### src/ixs_pkg.sv
// package: opcodes, widths, field positions and reset values for the execute subset
package ixs_pkg;
    // ------------------------------------------------------------
    // widths
    // ------------------------------------------------------------
    localparam int DATA_W = 8; // data path width
    localparam int FADDR_W = 7; // file register address width
    localparam int PC_W = 13; // program counter width
    localparam int LIT11_W = 11; // jump literal width
    localparam int INSN_W = 14; // instruction word width

    // ------------------------------------------------------------
    // field positions inside the 14-bit word
    // ------------------------------------------------------------
    localparam int DEST_BIT = 7; // destination select bit
    localparam int LATCH_HI = 4; // latch bit feeding pc bit 12
    localparam int LATCH_LO = 3; // latch bit feeding pc bit 11

    // ------------------------------------------------------------
    // opcode patterns (upper bits of the word)
    // ------------------------------------------------------------
    localparam logic [2:0] OP_JUMP = 3'h5; // bits 13:11 = 101
    localparam logic [5:0] OP_ORLIT = 6'h38; // bits 13:8 = 111000
    localparam logic [5:0] OP_INCREMENT_FILE = 6'h0a; // bits 13:8 = 001010
    localparam logic [5:0] OP_ORWF = 6'h04; // bits 13:8 = 000100
    localparam logic [5:0] OP_MOVE_FILE = 6'h08; // bits 13:8 = 001000

    // ------------------------------------------------------------
    // reset values and cycle counts
    // ------------------------------------------------------------
    localparam logic [12:0] PC_RST = 13'h0000; // program counter after reset
    localparam logic [7:0] ACC_RST = 8'h00; // accumulator after reset
    localparam logic [7:0] FILE_RST = 8'h00; // file register reset value; not applied, the file memory has no reset
    localparam int JUMP_CYCLES = 2; // jump occupies two instruction cycles

    // ------------------------------------------------------------
    // types
    // ------------------------------------------------------------
    typedef enum logic [2:0] {
        IXS_NONE,
        IXS_JUMP,
        IXS_ORLIT,
        IXS_INCREMENT_FILE,
        IXS_ORWF,
        IXS_MOVE_FILE
    } ixs_op_e;

    // instruction request bundle
    typedef struct packed {
        logic valid; // word offered this cycle
        logic [INSN_W-1:0] word; // instruction word
    } ixs_insn_s;

    // architectural status bundle
    typedef struct packed {
        logic [PC_W-1:0] pc; // program counter
        logic [DATA_W-1:0] acc; // accumulator
        logic zero; // zero flag
    } ixs_arch_s;
endpackage

### src/ixs_file_mem.sv
// file register memory: one write port, registered read port
`timescale 1ns/10ps
`default_nettype none
module ixs_file_mem #(
    parameter int AW = 7,
    parameter int DW = 8
) (
    // clock and reset
    input wire logic clk_i,
    input wire logic rst_n_i,
    // write port
    input wire logic wr_en_i,
    input wire logic [AW-1:0] wr_addr_i,
    input wire logic [DW-1:0] wr_data_i,
    // read port
    input wire logic [AW-1:0] rd_addr_i,
    output logic [DW-1:0] rd_data_o
);
    // ------------------------------------------------------------
    // storage
    // ------------------------------------------------------------
    logic [DW-1:0] mem_r [2**AW]; // file cells

    initial begin
        if (AW < 1 || DW < 1) begin
            $error("ixs_file_mem: bad width");
        end
    end

    // write on the edge, read data from a register
    always_ff @(posedge clk_i or negedge rst_n_i) begin
        if (!rst_n_i) begin
            rd_data_o <= '0;
        end else begin
            rd_data_o <= mem_r[rd_addr_i];
        end
    end

    // storage array has no reset; cleared by software in practice
    always_ff @(posedge clk_i) begin
        if (wr_en_i) begin
            mem_r[wr_addr_i] <= wr_data_i;
        end
    end
endmodule
`default_nettype wire

### src/ixs_exec.sv
// execute unit for jump, or-literal, increment, or-with-file and move-file
//
// How it works
// - jump loads 11-bit literal into pc low
// - jump fills pc high from latch bits
// - jump is unconditional, two cycles
// - or literal into accumulator, update zero
// - increment addressed file, update zero
// - or accumulator with file, update zero
// - dest bit: 0 accumulator, 1 file
// - move file to destination, update zero
// - move file takes two cycles
`timescale 1ns/10ps
`default_nettype none
module ixs_exec #(
    parameter int FADDR_W = ixs_pkg::FADDR_W
) (
    // clock and reset
    input wire logic sys_clk_i,
    input wire logic arst_n_i,
    // instruction request
    input wire ixs_pkg::ixs_insn_s insn_i,
    input wire logic [ixs_pkg::DATA_W-1:0] pc_high_latch_i,
    output logic insn_ready_o,
    // architectural state
    output ixs_pkg::ixs_arch_s arch_o,
    output logic retire_o
);
    // ------------------------------------------------------------
    // checks
    // ------------------------------------------------------------
    initial begin
        if (FADDR_W != ixs_pkg::FADDR_W) begin
            $error("ixs_exec: file address width must be 7");
        end
    end

    // ------------------------------------------------------------
    // reset synchroniser
    // ------------------------------------------------------------
    logic [1:0] rst_sync_r; // two-stage release
    logic rst_n; // synchronised reset

    // async assert, two-edge release
    always_ff @(posedge sys_clk_i or negedge arst_n_i) begin
        if (!arst_n_i) begin
            rst_sync_r <= 2'h0;
        end else begin
            rst_sync_r <= {rst_sync_r[0], 1'b1};
        end
    end
    assign rst_n = rst_sync_r[1];

    // ------------------------------------------------------------
    // state
    // ------------------------------------------------------------
    typedef enum logic [1:0] {
        ST_IDLE,
        ST_READ,
        ST_FLUSH
    } ixs_st_e;

    typedef struct packed {
        ixs_st_e st; // sequencer state
        ixs_pkg::ixs_op_e op; // held operation
        logic [ixs_pkg::INSN_W-1:0] word; // held word
        ixs_pkg::ixs_arch_s arch; // pc, accumulator, zero
        logic retire; // retire pulse
    } ixs_state_s;

    ixs_state_s s_r; // registered state
    ixs_state_s s_nxt; // next state

    // memory port wires
    logic mem_we; // file write strobe
    logic [FADDR_W-1:0] mem_wa; // write address
    logic [ixs_pkg::DATA_W-1:0] mem_wd; // write data
    logic [FADDR_W-1:0] mem_ra; // read address
    logic [ixs_pkg::DATA_W-1:0] mem_rd; // registered read data

    // ------------------------------------------------------------
    // helpers
    // ------------------------------------------------------------
    // opcode decode of the new word; the held word's op is kept in s_r.op
    function automatic ixs_pkg::ixs_op_e decode(input logic [ixs_pkg::INSN_W-1:0] w);
        if (w[13:11] == ixs_pkg::OP_JUMP) begin
            return ixs_pkg::IXS_JUMP;
        end
        case (w[13:8])
            ixs_pkg::OP_ORLIT: return ixs_pkg::IXS_ORLIT;
            ixs_pkg::OP_INCREMENT_FILE: return ixs_pkg::IXS_INCREMENT_FILE;
            ixs_pkg::OP_ORWF: return ixs_pkg::IXS_ORWF;
            ixs_pkg::OP_MOVE_FILE: return ixs_pkg::IXS_MOVE_FILE;
            default: return ixs_pkg::IXS_NONE;
        endcase
    endfunction

    // zero test shared by every flag-writing op
    function automatic logic is_zero(input logic [ixs_pkg::DATA_W-1:0] v);
        return (v == '0);
    endfunction

    // ------------------------------------------------------------
    // file memory
    // ------------------------------------------------------------
    ixs_file_mem #(
        .AW(FADDR_W),
        .DW(ixs_pkg::DATA_W)
    ) u_file (
        .clk_i(sys_clk_i),
        .rst_n_i(rst_n),
        .wr_en_i(mem_we),
        .wr_addr_i(mem_wa),
        .wr_data_i(mem_wd),
        .rd_addr_i(mem_ra),
        .rd_data_o(mem_rd)
    );

    // read address comes straight from the offered word
    assign mem_ra = insn_i.word[FADDR_W-1:0];

    // ------------------------------------------------------------
    // next-state logic
    // ------------------------------------------------------------
    always_comb begin
        logic [ixs_pkg::DATA_W-1:0] res; // alu result
        res = '0;
        s_nxt = s_r;
        s_nxt.retire = 1'b0;
        mem_we = 1'b0;
        mem_wa = s_r.word[FADDR_W-1:0];
        mem_wd = '0;
        case (s_r.st)
            // take a new word
            ST_IDLE: begin
                if (insn_i.valid) begin
                    s_nxt.word = insn_i.word;
                    s_nxt.op = decode(insn_i.word);
                    case (decode(insn_i.word))
                        ixs_pkg::IXS_JUMP: begin
                            s_nxt.arch.pc[ixs_pkg::LIT11_W-1:0] = insn_i.word[ixs_pkg::LIT11_W-1:0];
                            s_nxt.arch.pc[12:11] = {pc_high_latch_i[ixs_pkg::LATCH_HI],
                                                    pc_high_latch_i[ixs_pkg::LATCH_LO]};
                            s_nxt.st = ST_FLUSH;
                        end
                        ixs_pkg::IXS_ORLIT: begin
                            res = s_r.arch.acc | insn_i.word[7:0];
                            s_nxt.arch.acc = res;
                            s_nxt.arch.zero = is_zero(res);
                            s_nxt.arch.pc = s_r.arch.pc + 13'h0001;
                            s_nxt.retire = 1'b1;
                        end
                        // file ops wait one edge for read data
                        ixs_pkg::IXS_INCREMENT_FILE, ixs_pkg::IXS_ORWF, ixs_pkg::IXS_MOVE_FILE: begin
                            s_nxt.st = ST_READ;
                        end
                        // other words just advance the pc
                        default: begin
                            s_nxt.arch.pc = s_r.arch.pc + 13'h0001;
                            s_nxt.retire = 1'b1;
                        end
                    endcase
                end
            end
            // file op completes in its second instruction cycle
            ST_READ: begin
                case (s_r.op)
                    ixs_pkg::IXS_INCREMENT_FILE: res = mem_rd + 8'h01;
                    ixs_pkg::IXS_ORWF: res = s_r.arch.acc | mem_rd;
                    ixs_pkg::IXS_MOVE_FILE: res = mem_rd;
                    default: res = mem_rd;
                endcase
                s_nxt.arch.zero = is_zero(res);
                if (s_r.word[ixs_pkg::DEST_BIT]) begin
                    mem_we = 1'b1;
                    mem_wd = res;
                end else begin
                    s_nxt.arch.acc = res;
                end
                s_nxt.arch.pc = s_r.arch.pc + 13'h0001;
                s_nxt.retire = 1'b1;
                s_nxt.st = ST_IDLE;
            end
            // second jump cycle, no flags touched
            ST_FLUSH: begin
                s_nxt.retire = 1'b1;
                s_nxt.st = ST_IDLE;
            end
            default: begin
                s_nxt.st = ST_IDLE;
            end
        endcase
    end

    // ------------------------------------------------------------
    // state register
    // ------------------------------------------------------------
    always_ff @(posedge sys_clk_i or negedge rst_n) begin
        if (!rst_n) begin
            s_r.st <= ST_IDLE;
            s_r.op <= ixs_pkg::IXS_NONE;
            s_r.word <= '0;
            s_r.arch.pc <= ixs_pkg::PC_RST;
            s_r.arch.acc <= ixs_pkg::ACC_RST;
            s_r.arch.zero <= 1'b0;
            s_r.retire <= 1'b0;
        end else begin
            s_r <= s_nxt;
        end
    end

    // ------------------------------------------------------------
    // outputs
    // ------------------------------------------------------------
    // ready only when idle; the word is held off otherwise
    assign insn_ready_o = (s_r.st == ST_IDLE);
    assign arch_o = s_r.arch;
    assign retire_o = s_r.retire;
endmodule
`default_nettype wire

### config.mk
export PLATFORM = sky130hd
export DESIGN_NAME = ixs_exec
export DESIGN_NICKNAME = d
export VERILOG_FILES = /design/src/ixs_pkg.sv /design/src/ixs_file_mem.sv /design/src/ixs_exec.sv
export SDC_FILE = /design/constraint.sdc
export NUM_CORES = 1
export LEC_CHECK = 0
export ABC_AREA = 0
export BUFFER_PORTS_ARGS = -buffer_cell sky130_fd_sc_hd__buf_2
export CAP_MARGIN = 20
export CORE_UTILIZATION = 65
export CTS_BUF_LIST = sky130_fd_sc_hd__clkbuf_4 sky130_fd_sc_hd__clkbuf_8
export DETAILED_ROUTE_END_ITERATION = 10
export PLACE_DENSITY = 0.82
export SKIP_CTS_REPAIR_TIMING = 1
export SYNTH_ARGS = -nofsm -noshare
export SYNTH_HDL_FRONTEND = slang
export SYNTH_SLANG_ARGS = --single-unit
### constraint.sdc
create_clock -name sys_clk_i -period 2.4 [get_ports sys_clk_i]
set_input_delay 0.24 -clock sys_clk_i [delete_from_list [all_inputs] [get_ports sys_clk_i]]
set_output_delay 0.24 -clock sys_clk_i [all_outputs]
set_load 0.1 [all_outputs]
After elaboration in Yosys (flattened, before gate mapping)
Memory sizes are Yosys's and may differ from the RTL's. A register that Yosys moved wholly into a read port is not among the register bits.
Cells that the tools add are included.
{"block": "op_classes", "n_addsub": 2, "multipliers": 0, "n_div": 0, "n_lt_le_gt_ge": 0, "n_eq_ne": 19, "shifts": 0, "mux": 25, "bitwise_logic": 2, "n_reduce_logical": 13}
{"cell": "one-hot mux 22 bit (2 select lines)", "count": 1}
{"cell": "2-to-1 mux 42 bit", "count": 1}
{"cell": "2-to-1 mux 8 bit", "count": 4}
{"cell": "one-hot mux 13 bit (2 select lines)", "count": 1}
{"cell": "zero test 8 bit", "count": 2}
{"cell": "OR 8 bit", "count": 2}
{"cell": "one-hot mux 8 bit (2 select lines)", "count": 1}
{"cell": "adder 13 x 1 -> 13 bit, second input constant", "count": 1}
{"cell": "== test 3 bit, second input constant", "count": 4}
{"cell": "== test 6 x 4 -> 1 bit, second input constant", "count": 2}
{"cell": "2-to-1 mux 3 bit", "count": 4}
{"cell": "one-hot mux 3 bit (4 select lines)", "count": 1}
{"cell": "== test 3 x 2 -> 1 bit, second input constant", "count": 3}
{"cell": "2-to-1 mux 9 bit", "count": 1}
{"cell": "adder 8 x 1 -> 8 bit, second input constant", "count": 1}
{"cell": "2-to-1 mux 1 bit", "count": 8}
{"cell": "== test 6 x 3 -> 1 bit, second input constant", "count": 1}
{"cell": "== test 6 bit, second input constant", "count": 1}
{"cell": "inequality test 2 bit, second input constant", "count": 3}
{"cell": "AND reduction 3 bit", "count": 2}
{"cell": "one-hot mux 2 bit (2 select lines)", "count": 1}
{"cell": "AND reduction 2 bit", "count": 2}
{"cell": "AND reduction 4 bit", "count": 1}
{"cell": "OR reduction 4 bit", "count": 1}
{"cell": "12 further kinds", "count": 12}
{"block": "totals", "ff_bits": 44, "latchBits": 0, "mem_bits_rw": 1024, "rom_bits": 0, "out_inout_bits": 24, "wordCells": 70, "mem_count": 1}
{"name": "u_file.mem_r", "depth": 128, "word_bits": 8, "read_ports": 1, "rd_clocked_by_memory_dff": 1, "write_ports": 1, "line": "ixs_file_mem.sv:22", "text": "logic [DW-1:0] mem_r [2**AW];"}

Longest topological paths before layout
Gate-level depths: netlist of run 1.
{"block": "depth", "word_depth": 12, "ltp_mapped": 8, "ltp_nobuf": 7}

Cells and area by module
A second synthesis of run 1 with hierarchy kept.
{"block": "hier_totals", "hier_cells": 1929, "area_unflattened_um2": 42281.8}
{"mod": "ixs_file_mem", "instances": 1, "cells_per_inst": 1635, "area_each_um2": 39701.8, "seq_area_each_um2": 30949.7}
{"mod": "ixs_exec", "instances": 1, "cells_per_inst": 294, "area_each_um2": 2580.0, "seq_area_each_um2": 950.9}

Least setup slack after synthesis of run 1
OpenSTA, ideal clock, no wires.
{"block": "synth_timing", "path_kind": "register -> register", "startpoint": "register s_r[37] (netlist bit)", "endpoint": "memory u_file.mem_r[0][4], data pin", "setup_ps": 795, "arrival_ps": 4284, "required_ps": 1605, "setup_slack_ps": -2679, "path_stages_with_launch": 6, "path_cell_list": "dfrtp_1 -> clkbuf_1 -> nor3b_1 -> a21oi_1 -> mux2_2 -> nor2_1"}
{"block": "synth_via", "elab_chain_len": 5}
{"item": "start, declared", "line": "ixs_exec.sv:71", "text": "ixs_state_s s_r;"}
{"item": "start signal, assigned", "line": "ixs_exec.sv:208", "text": "s_r <= s_nxt;"}
{"item": "== test 3 bit / == test 3 x 2 -> 1 bit (equally long branches)", "line": "ixs_exec.sv:167", "text": "case (s_r.op)"}
{"item": "one-hot mux 8 bit (2 select lines) *", "line": "ixs_exec.sv:167"}
{"item": "2-to-1 mux 8 bit *", "line": "ixs_exec.sv:133", "text": "case (s_r.st)"}
{"item": "2-to-1 mux 8 bit *", "line": "ixs_exec.sv:174", "text": "if (s_r.word[ixs_pkg::DEST_BIT]) begin"}
{"item": "2-to-1 mux 8 bit *", "line": "ixs_exec.sv:133"}
{"item": "net mem_wd (one bit)", "line": "ixs_exec.sv:77", "text": "logic [ixs_pkg::DATA_W-1:0] mem_wd;"}
{"item": "end, declared", "line": "ixs_file_mem.sv:22"}
The timed path passes the listed nets; every way through them passes the cells marked *. The select of a mux whose other input is x is not followed.

==> results of run 1 <==
## cell usage in the layout (no fill, tap or decap), types with 5 or more instances in the layout
cell type | synthesis | layout
mux2_2 | 19 | 15
clkinv_2 | 0 | 16
or2_1 | 6 | 5
nor2_4 | 0 | 8
buf_4 | 22 | 214
nand3_1 | 17 | 17
a21oi_1 | 39 | 39
clkinvlp_4 | 0 | 6
buf_12 | 0 | 47
clkinv_1 | 0 | 44
o21ai_1 | 8 | 8
dfrtp_1 | 46 | 45
nand4_1 | 5 | 5
and3_1 | 8 | 8
nand2_1 | 28 | 28
or2_2 | 9 | 9
nor2_1 | 157 | 150
clkbuf_8 | 0 | 163
buf_2 | 23 | 38
nor2b_1 | 7 | 7
mux4_2 | 336 | 336
clkbuf_4 | 0 | 50
dlygate4sd3_1 | 0 | 17
o21ai_0 | 18 | 18
edfxtp_1 | 1024 | 1024
bufinv_16 | 0 | 7
## Yosys cell counts (3+ instances only)
master    number
edfxtp_1    1024
mux4_2       336
nor2_1       157
clkbuf_1      68
dfrtp_1       46
a21oi_1       39
nand2_1       28
buf_2         23
buf_4         22
mux2_2        19
o21ai_0       18
nand3_1       17
or2_2          9
and3_1         8
buf_1          8
o21ai_1        8
nor2b_1        7
or2_1          6
ha_1           5
nand2b_1       5
nand4_1        5
a22oi_1        4
inv_1          4
nand3b_1       4
nor3_1         4
nor3b_1        4
nor4_1         4
a22o_1         3
and2_1         3
and4b_1        3
or3_1          3
## path summary, 6_finish.rpt
check | to | slack (ns) | depth (start not counted)
max | u_file.rd_data_o[5] | -0.09 | 4
max in group asynchronous | arch_o[0] | 1.32 | 1
min | arch_o[15] | 0.13 | 3
min in group asynchronous | rst_sync_r[0] | 0.29 | 3
min reg2reg | rst_sync_r[1] | 0.37 | 0
max reg2reg | u_file.rd_data_o[5] | -0.09 | 4
## worst max-delay path, cell delays in order (launching register included)
cell and delay [ns]:
edfxtp_1 0.43, mux4_2 0.60, mux4_2 0.55, mux4_2 0.52, mux2_2 0.28
## registers in the layout, summed over array words and instances (netlist names)
signal and cells:
u_file.mem_r 1024, arch_o 22, u_file.rd_data_o 8, mem_wa 7, s_r 6, rst_sync_r 2, retire_o 1
## through the flow
stage                     std cells  utilization [%]
after CTS                      3233            76.45
after global placement         2941            71.45
after floorplan                1923                -
final                          3263            76.97
after global routing           3261            76.96
after detailed placement       2941            71.45
## kinds of logic after synthesis
logic type,Yosys count,synth area share [%]
xor+xnor,1,0.02078
fa+ha+maj,5,0.1484
compound gates,87,1.202
flops,1070,75.67
other cells,1,0.008895
simple gates,275,3.015
mux,357,18.50
buf+inv,127,1.431
## area by class of cell
type,instances,area share [%]
diodes,3,0.01535
clock buffers,213,5.354
clock inverters,79,1.141
inverters,4,0.03070
multi-input cells,728,19.96
flip-flops and latches,1070,65.23
well taps,846,2.164
repair buffers,320,6.109
## where the power goes
| part | switching (uW) | internal, uW | leakage, uW |
|---|---|---|---|
| sequential | 345 | 20400 | 0.00803 |
| clock | 7000 | 7890 | 0.00166 |
| combinational | 2160 | 909 | 0.00409 |
| total | 9510 | 29200 | 0.0138 |
## metal layers
| layer | wire, um | GRT usage, % | vias to the layer above | share of wire (%) |
|---|---|---|---|---|
| met5 | 44 | 0 | - | 0.039 |
| met3 | 14870 | 8.689 | 436 | 13 |
| met2 | 54990 | 52.61 | 2384 | 49 |
| met1 | 36920 | 44.06 | 11740 | 33 |
| li1 | - | - | 8794 | - |
| met4 | 6268 | 16.09 | 6 | 5.5 |
==> metrics.yaml, run 1 <==
clocking:
  clock_sinks: 1070
  cts_buffer_depth: 3
  cts_buffers: 160
  cts_tree: "built"
  cts_root_buffer: "clkbuf_8"
  htree_levels: 4
  clkSlewWorstSetupHoldPaths_ns: 0.07
  insertion_delay_ns: 0.82
detailed_routing:
  routed_wl_um: 113100
  wire_per_inst_um: 34.66
  vias_per_cell: 7.159
  vias: 23360
  antenna_left: 0
  drt-pass1-iter-count: 10
  drt_iter0_drc: 4025
  remaining_drc_errors: 2
synthesis:
  ys_dominant_reg_cell: "edfxtp_1"
  synthTopCellsByArea: "edfxtp_1, mux4_2, dfrtp_1"
  netlist_area_um2: 42160
  synthCells: 1923
  synthArstFlopShare_pct: 4.299
  synth.top_cell.area_share_pct: 72.94
  syn_nets: 1953
  yosys_register_bits: 1070
  synth.avg_cell_area_um2: 21.92
  synth.yosys.seq_area_share_pct: 75.67
  ys_warn_count: 0
  synth_enable_flop_cells: 1024
  post-synth-top-area-cell: "edfxtp_1"
  ys_types: 52
floorplan:
  die_x_um: 256.7
  start_util_pct: 66.35
  row_count: 92
  core_area_um2: 63540
  die_h_um: 256.7
  fp.dieArea_um2: 65880
  ios: 49
placement:
  dp_slack_ns: -0.6421
  hpwl_um: 67030
  dpl_cell_area_um2: 45400
  place_congestion: 0.9309
  portBuffers: 42
cells_and_area:
  fillers: 2922
  drive_above_1_share_pct: 38.65
  multi_input_area_um2: 9761
  final_nets: 2314
  syn2layout_area_growth_pct: 16.01
  ff_latch_area_um2: 31900
  design_area_um2: 48910
critical_path:
  arrival_ns: 3.19
  crit_fanout: 1
  cp-startpoint: "u_file.mem_r[99][5]"
  r2r_start: "u_file.mem_r[99][5]"
  cp.required_ns: 3.10
  crit_path_end_kind: "flop"
  worstSetupPathType: "reg -> reg"
  start_kind: "flop"
run:
  drv_cap: 0
sta:
  timing.final.crit_share_pct: 103.8
  min_period_ns: 2.491
  worst_slew_pin_slew_ns: 0.8593
  rsz0062_at_grt: "true"
  fin_hold_ws_ns: 0.1271
  setup_slack_ns: -0.09145
  drv_slew: 0
  setup_violations: 83
  slew-limit-headroom_pct: 42.71
  finalHoldViolations: 0
  fin_skew_ns: 0.02656
  totalNegativeSetupSlack_ns: -2.764
  clock.fmax_mhz: 401.4
status:
  violations: "DRC, setup timing"
  status: "finished with violations"
hold_path:
  hp-start: "insn_i[6]"
  hold_class: "in -> reg"
pwr:
  leakage_uw: 0.01378
  finalPower_uw: 38660
  peakVddDrop_uv: 585.4
  power.density_nw_per_um2: 790.5
global_route:
  grt_pass1_vias: 23080
  antenna_found_initial: 5
  grt_pass1_wl_um: 154800
  overflow: 0
  grtUsageTotal_pct: 33.35
  grt_max_degree: 93
Power figures use the tool's default switching activity.
==> run 2: changes to the inputs <==
--- a/config.mk
+++ b/config.mk
@@ -8,10 +8,10 @@
 export ABC_AREA = 0
 export BUFFER_PORTS_ARGS = -buffer_cell sky130_fd_sc_hd__buf_2
 export CAP_MARGIN = 20
-export CORE_UTILIZATION = 65
+export CORE_UTILIZATION = 59
 export CTS_BUF_LIST = sky130_fd_sc_hd__clkbuf_4 sky130_fd_sc_hd__clkbuf_8
 export DETAILED_ROUTE_END_ITERATION = 10
-export PLACE_DENSITY = 0.82
+export PLACE_DENSITY = 0.78
 export SKIP_CTS_REPAIR_TIMING = 1
 export SYNTH_ARGS = -nofsm -noshare
 export SYNTH_HDL_FRONTEND = slang
==> constraint.sdc (replaced) <==
create_clock -name sys_clk_i -period 2.1 [get_ports sys_clk_i]
set_input_delay 0.21 -clock sys_clk_i [delete_from_list [all_inputs] [get_ports sys_clk_i]]
set_output_delay 0.21 -clock sys_clk_i [all_outputs]
set_load 0.1 [all_outputs]
==> run 2 against run 1 <==
- the flow finishes with violations (setup timing)
- critical path type unchanged
- count of clock-buffer cells in the layout grew 7
- hold slack lost 0.053 ns
- routed wire length shrank 9.3%
- non-clock buffer count grew 47
- utilization shrank 6.4 points
- global-route usage shrank 5.3 points
- sequential power grew 14%
- worst setup slack lost 0.32 ns
- largest power group unchanged
- largest cell class unchanged
==> metrics.yaml, run 2 (synthesized netlist as in run 1, its figures left out) <==
status:
  status: "finished with violations"
  violations: "setup timing"
hold_path:
  hp-start: "insn_i[4]"
  hold_class: "in -> reg"
clocking:
  htree_levels: 4
  cts_root_buffer: "clkbuf_8"
  insertion_delay_ns: 0.82
  clock_sinks: 1070
  cts_buffers: 161
  cts_tree: "built"
  clkSlewWorstSetupHoldPaths_ns: 0.06
  cts_buffer_depth: 3
global_route:
  overflow: 0
  grt_max_degree: 93
  grt_pass1_vias: 22290
  antenna_found_initial: 4
  grt_pass1_wl_um: 147000
  grtUsageTotal_pct: 28.09
placement:
  hpwl_um: 64130
  dpl_cell_area_um2: 45950
  portBuffers: 42
  dp_slack_ns: -0.8265
  place_congestion: 0.8966
cells_and_area:
  fillers: 3859
  syn2layout_area_growth_pct: 17.86
  mostFrequentLayoutCell: "edfxtp_1"
  ff_latch_area_um2: 31910
  multi_input_area_um2: 9802
  final_core_util_pct: 70.59
  regMostFlops: "u_file.mem_r"
  final_cell_mix: "edfxtp_1, mux4_2, buf_4, clkbuf_8, nor2_1"
  drive_above_1_share_pct: 40.68
  final_nets: 2360
  design_area_um2: 49690
  largest_reg_flops: 1024
pwr:
  internal_power_uw: 33900
  peakVddDrop_uv: 1272
  leakage_uw: 0.01411
  p_switching_uw: 10630
  p_clk_share_pct: 38.8
  power_frac_seq_pct: 53.0
  p_sw_share_pct: 23.86
  p_comb_share_pct: 8.2
  power.density_nw_per_um2: 896.2
sta:
  setup_slack_ns: -0.4149
  totalNegativeSetupSlack_ns: -3.380
  finalHoldViolations: 0
  slew-limit-headroom_pct: 51.91
  rsz0062_at_grt: "true"
  drv_slew: 0
  worst_slew_pin_slew_ns: 0.7214
  timing.final.crit_share_pct: 119.8
  min_period_ns: 2.515
  fin_skew_ns: 0.04502
  setup_violations: 40
  clock.fmax_mhz: 397.6
detailed_routing:
  drt_iter0_drc: 2866
  antenna_left: 0
  routed_wl_um: 102500
  drt-pass1-iter-count: 5
  vias_per_cell: 6.559
  wire_per_inst_um: 30.22
  remaining_drc_errors: 0
  vias: 22250
floorplan:
  start_util_pct: 59.89
  row_count: 97
  ios: 49
  die_x_um: 269.3
  die_h_um: 269.3
  fp.dieArea_um2: 72530
  core_area_um2: 70390
critical_path:
  crit_path_top_delay_cell: "mux4_2"
  worstSetupPathType: "reg -> reg"
  cp.required_ns: 2.78
  crit_fanout: 1
  cp_common_cell: "mux4_2"
  arrival_ns: 3.19
  slowest_delay_ns: 0.58
  r2r_start: "u_file.mem_r[55][3]"
  crit_family: "multiplexers"
  crit_path_end_kind: "flop"
  path_buf_inv: 0
  start_kind: "flop"
  path_cells: "mux4_2, mux4_2, mux4_2, mux2_4"
  cp-startpoint: "u_file.mem_r[55][3]"
run:
  drv_cap: 0
[run 2: cell types whose count changed in the layout (fill, tap and decap cells not counted), moves of 5 or more]
cell / delta
dfrtp_1: -5
clkinv_1: -11
buf_6: +8
nor2_1: -5
dfrtp_2: +5
clkbuf_8: +5
clkinv_2: -5
buf_4: +30
buf_12: +6
[run 2: through the flow]
step / instances / total power [uW] / hold WS [ns]
after floorplan: 1923 / 26590 / -0.08559
after global placement: 3080 / 27420 / -0.004942
after detailed placement: 3080 / 27510 / 0.001458
after CTS: 3364 / 44520 / -0.8816
after global routing: 3392 / 45760 / 0.04106
final: 3393 / 44530 / 0.07418
[run 2: final cells by class]
class                   count  area share, %
multi-input cells         726          19.73
well taps                 940          2.367
flip-flops and latches   1070          64.22
repair buffers            367          7.091
inverters                   4        0.03022
diodes                      2        0.01007
clock buffers             220          5.439
clock inverters            64          1.118
[run 2: path summary, 6_finish.rpt]
path | cells past startpoint | slack, ns | endpoint
max in group asynchronous | 1 | 1.19 | u_file.rd_data_o[0]
min | 4 | 0.07 | arch_o[13]
max reg2reg | 4 | -0.41 | u_file.rd_data_o[3]
min in group asynchronous | 3 | 0.25 | rst_sync_r[0]
max | 4 | -0.41 | u_file.rd_data_o[3]
min reg2reg | 0 | 0.36 | rst_sync_r[1]
[run 2: layer usage]
metal	vias to the layer above	track usage [%]	wire length, um
met2	1569	44.80	50670
met5	-	0	13
met4	2	9.360	3326
met3	217	6.350	10880
li1	8882	-	-
met1	11580	39.10	37650
[run 2: power by group through the flow]
stage,Clock (uW),Sequential [uW],Combinational (uW)
6_report,17300,23600,3640
5_1_grt,18400,23600,3790
4_1_cts,17400,23600,3520
3_5_place_dp,0,24000,3490
3_3_place_gp,0,24000,3430
2_1_floorplan,0,24000,2630
[run 2: tightest hold or removal path, delay by kind of cell]
kind | cells | cell delay [ns]
buffers and inverters | 2 | 0.40
AOI/OAI and AO/OA | 2 | 0.21
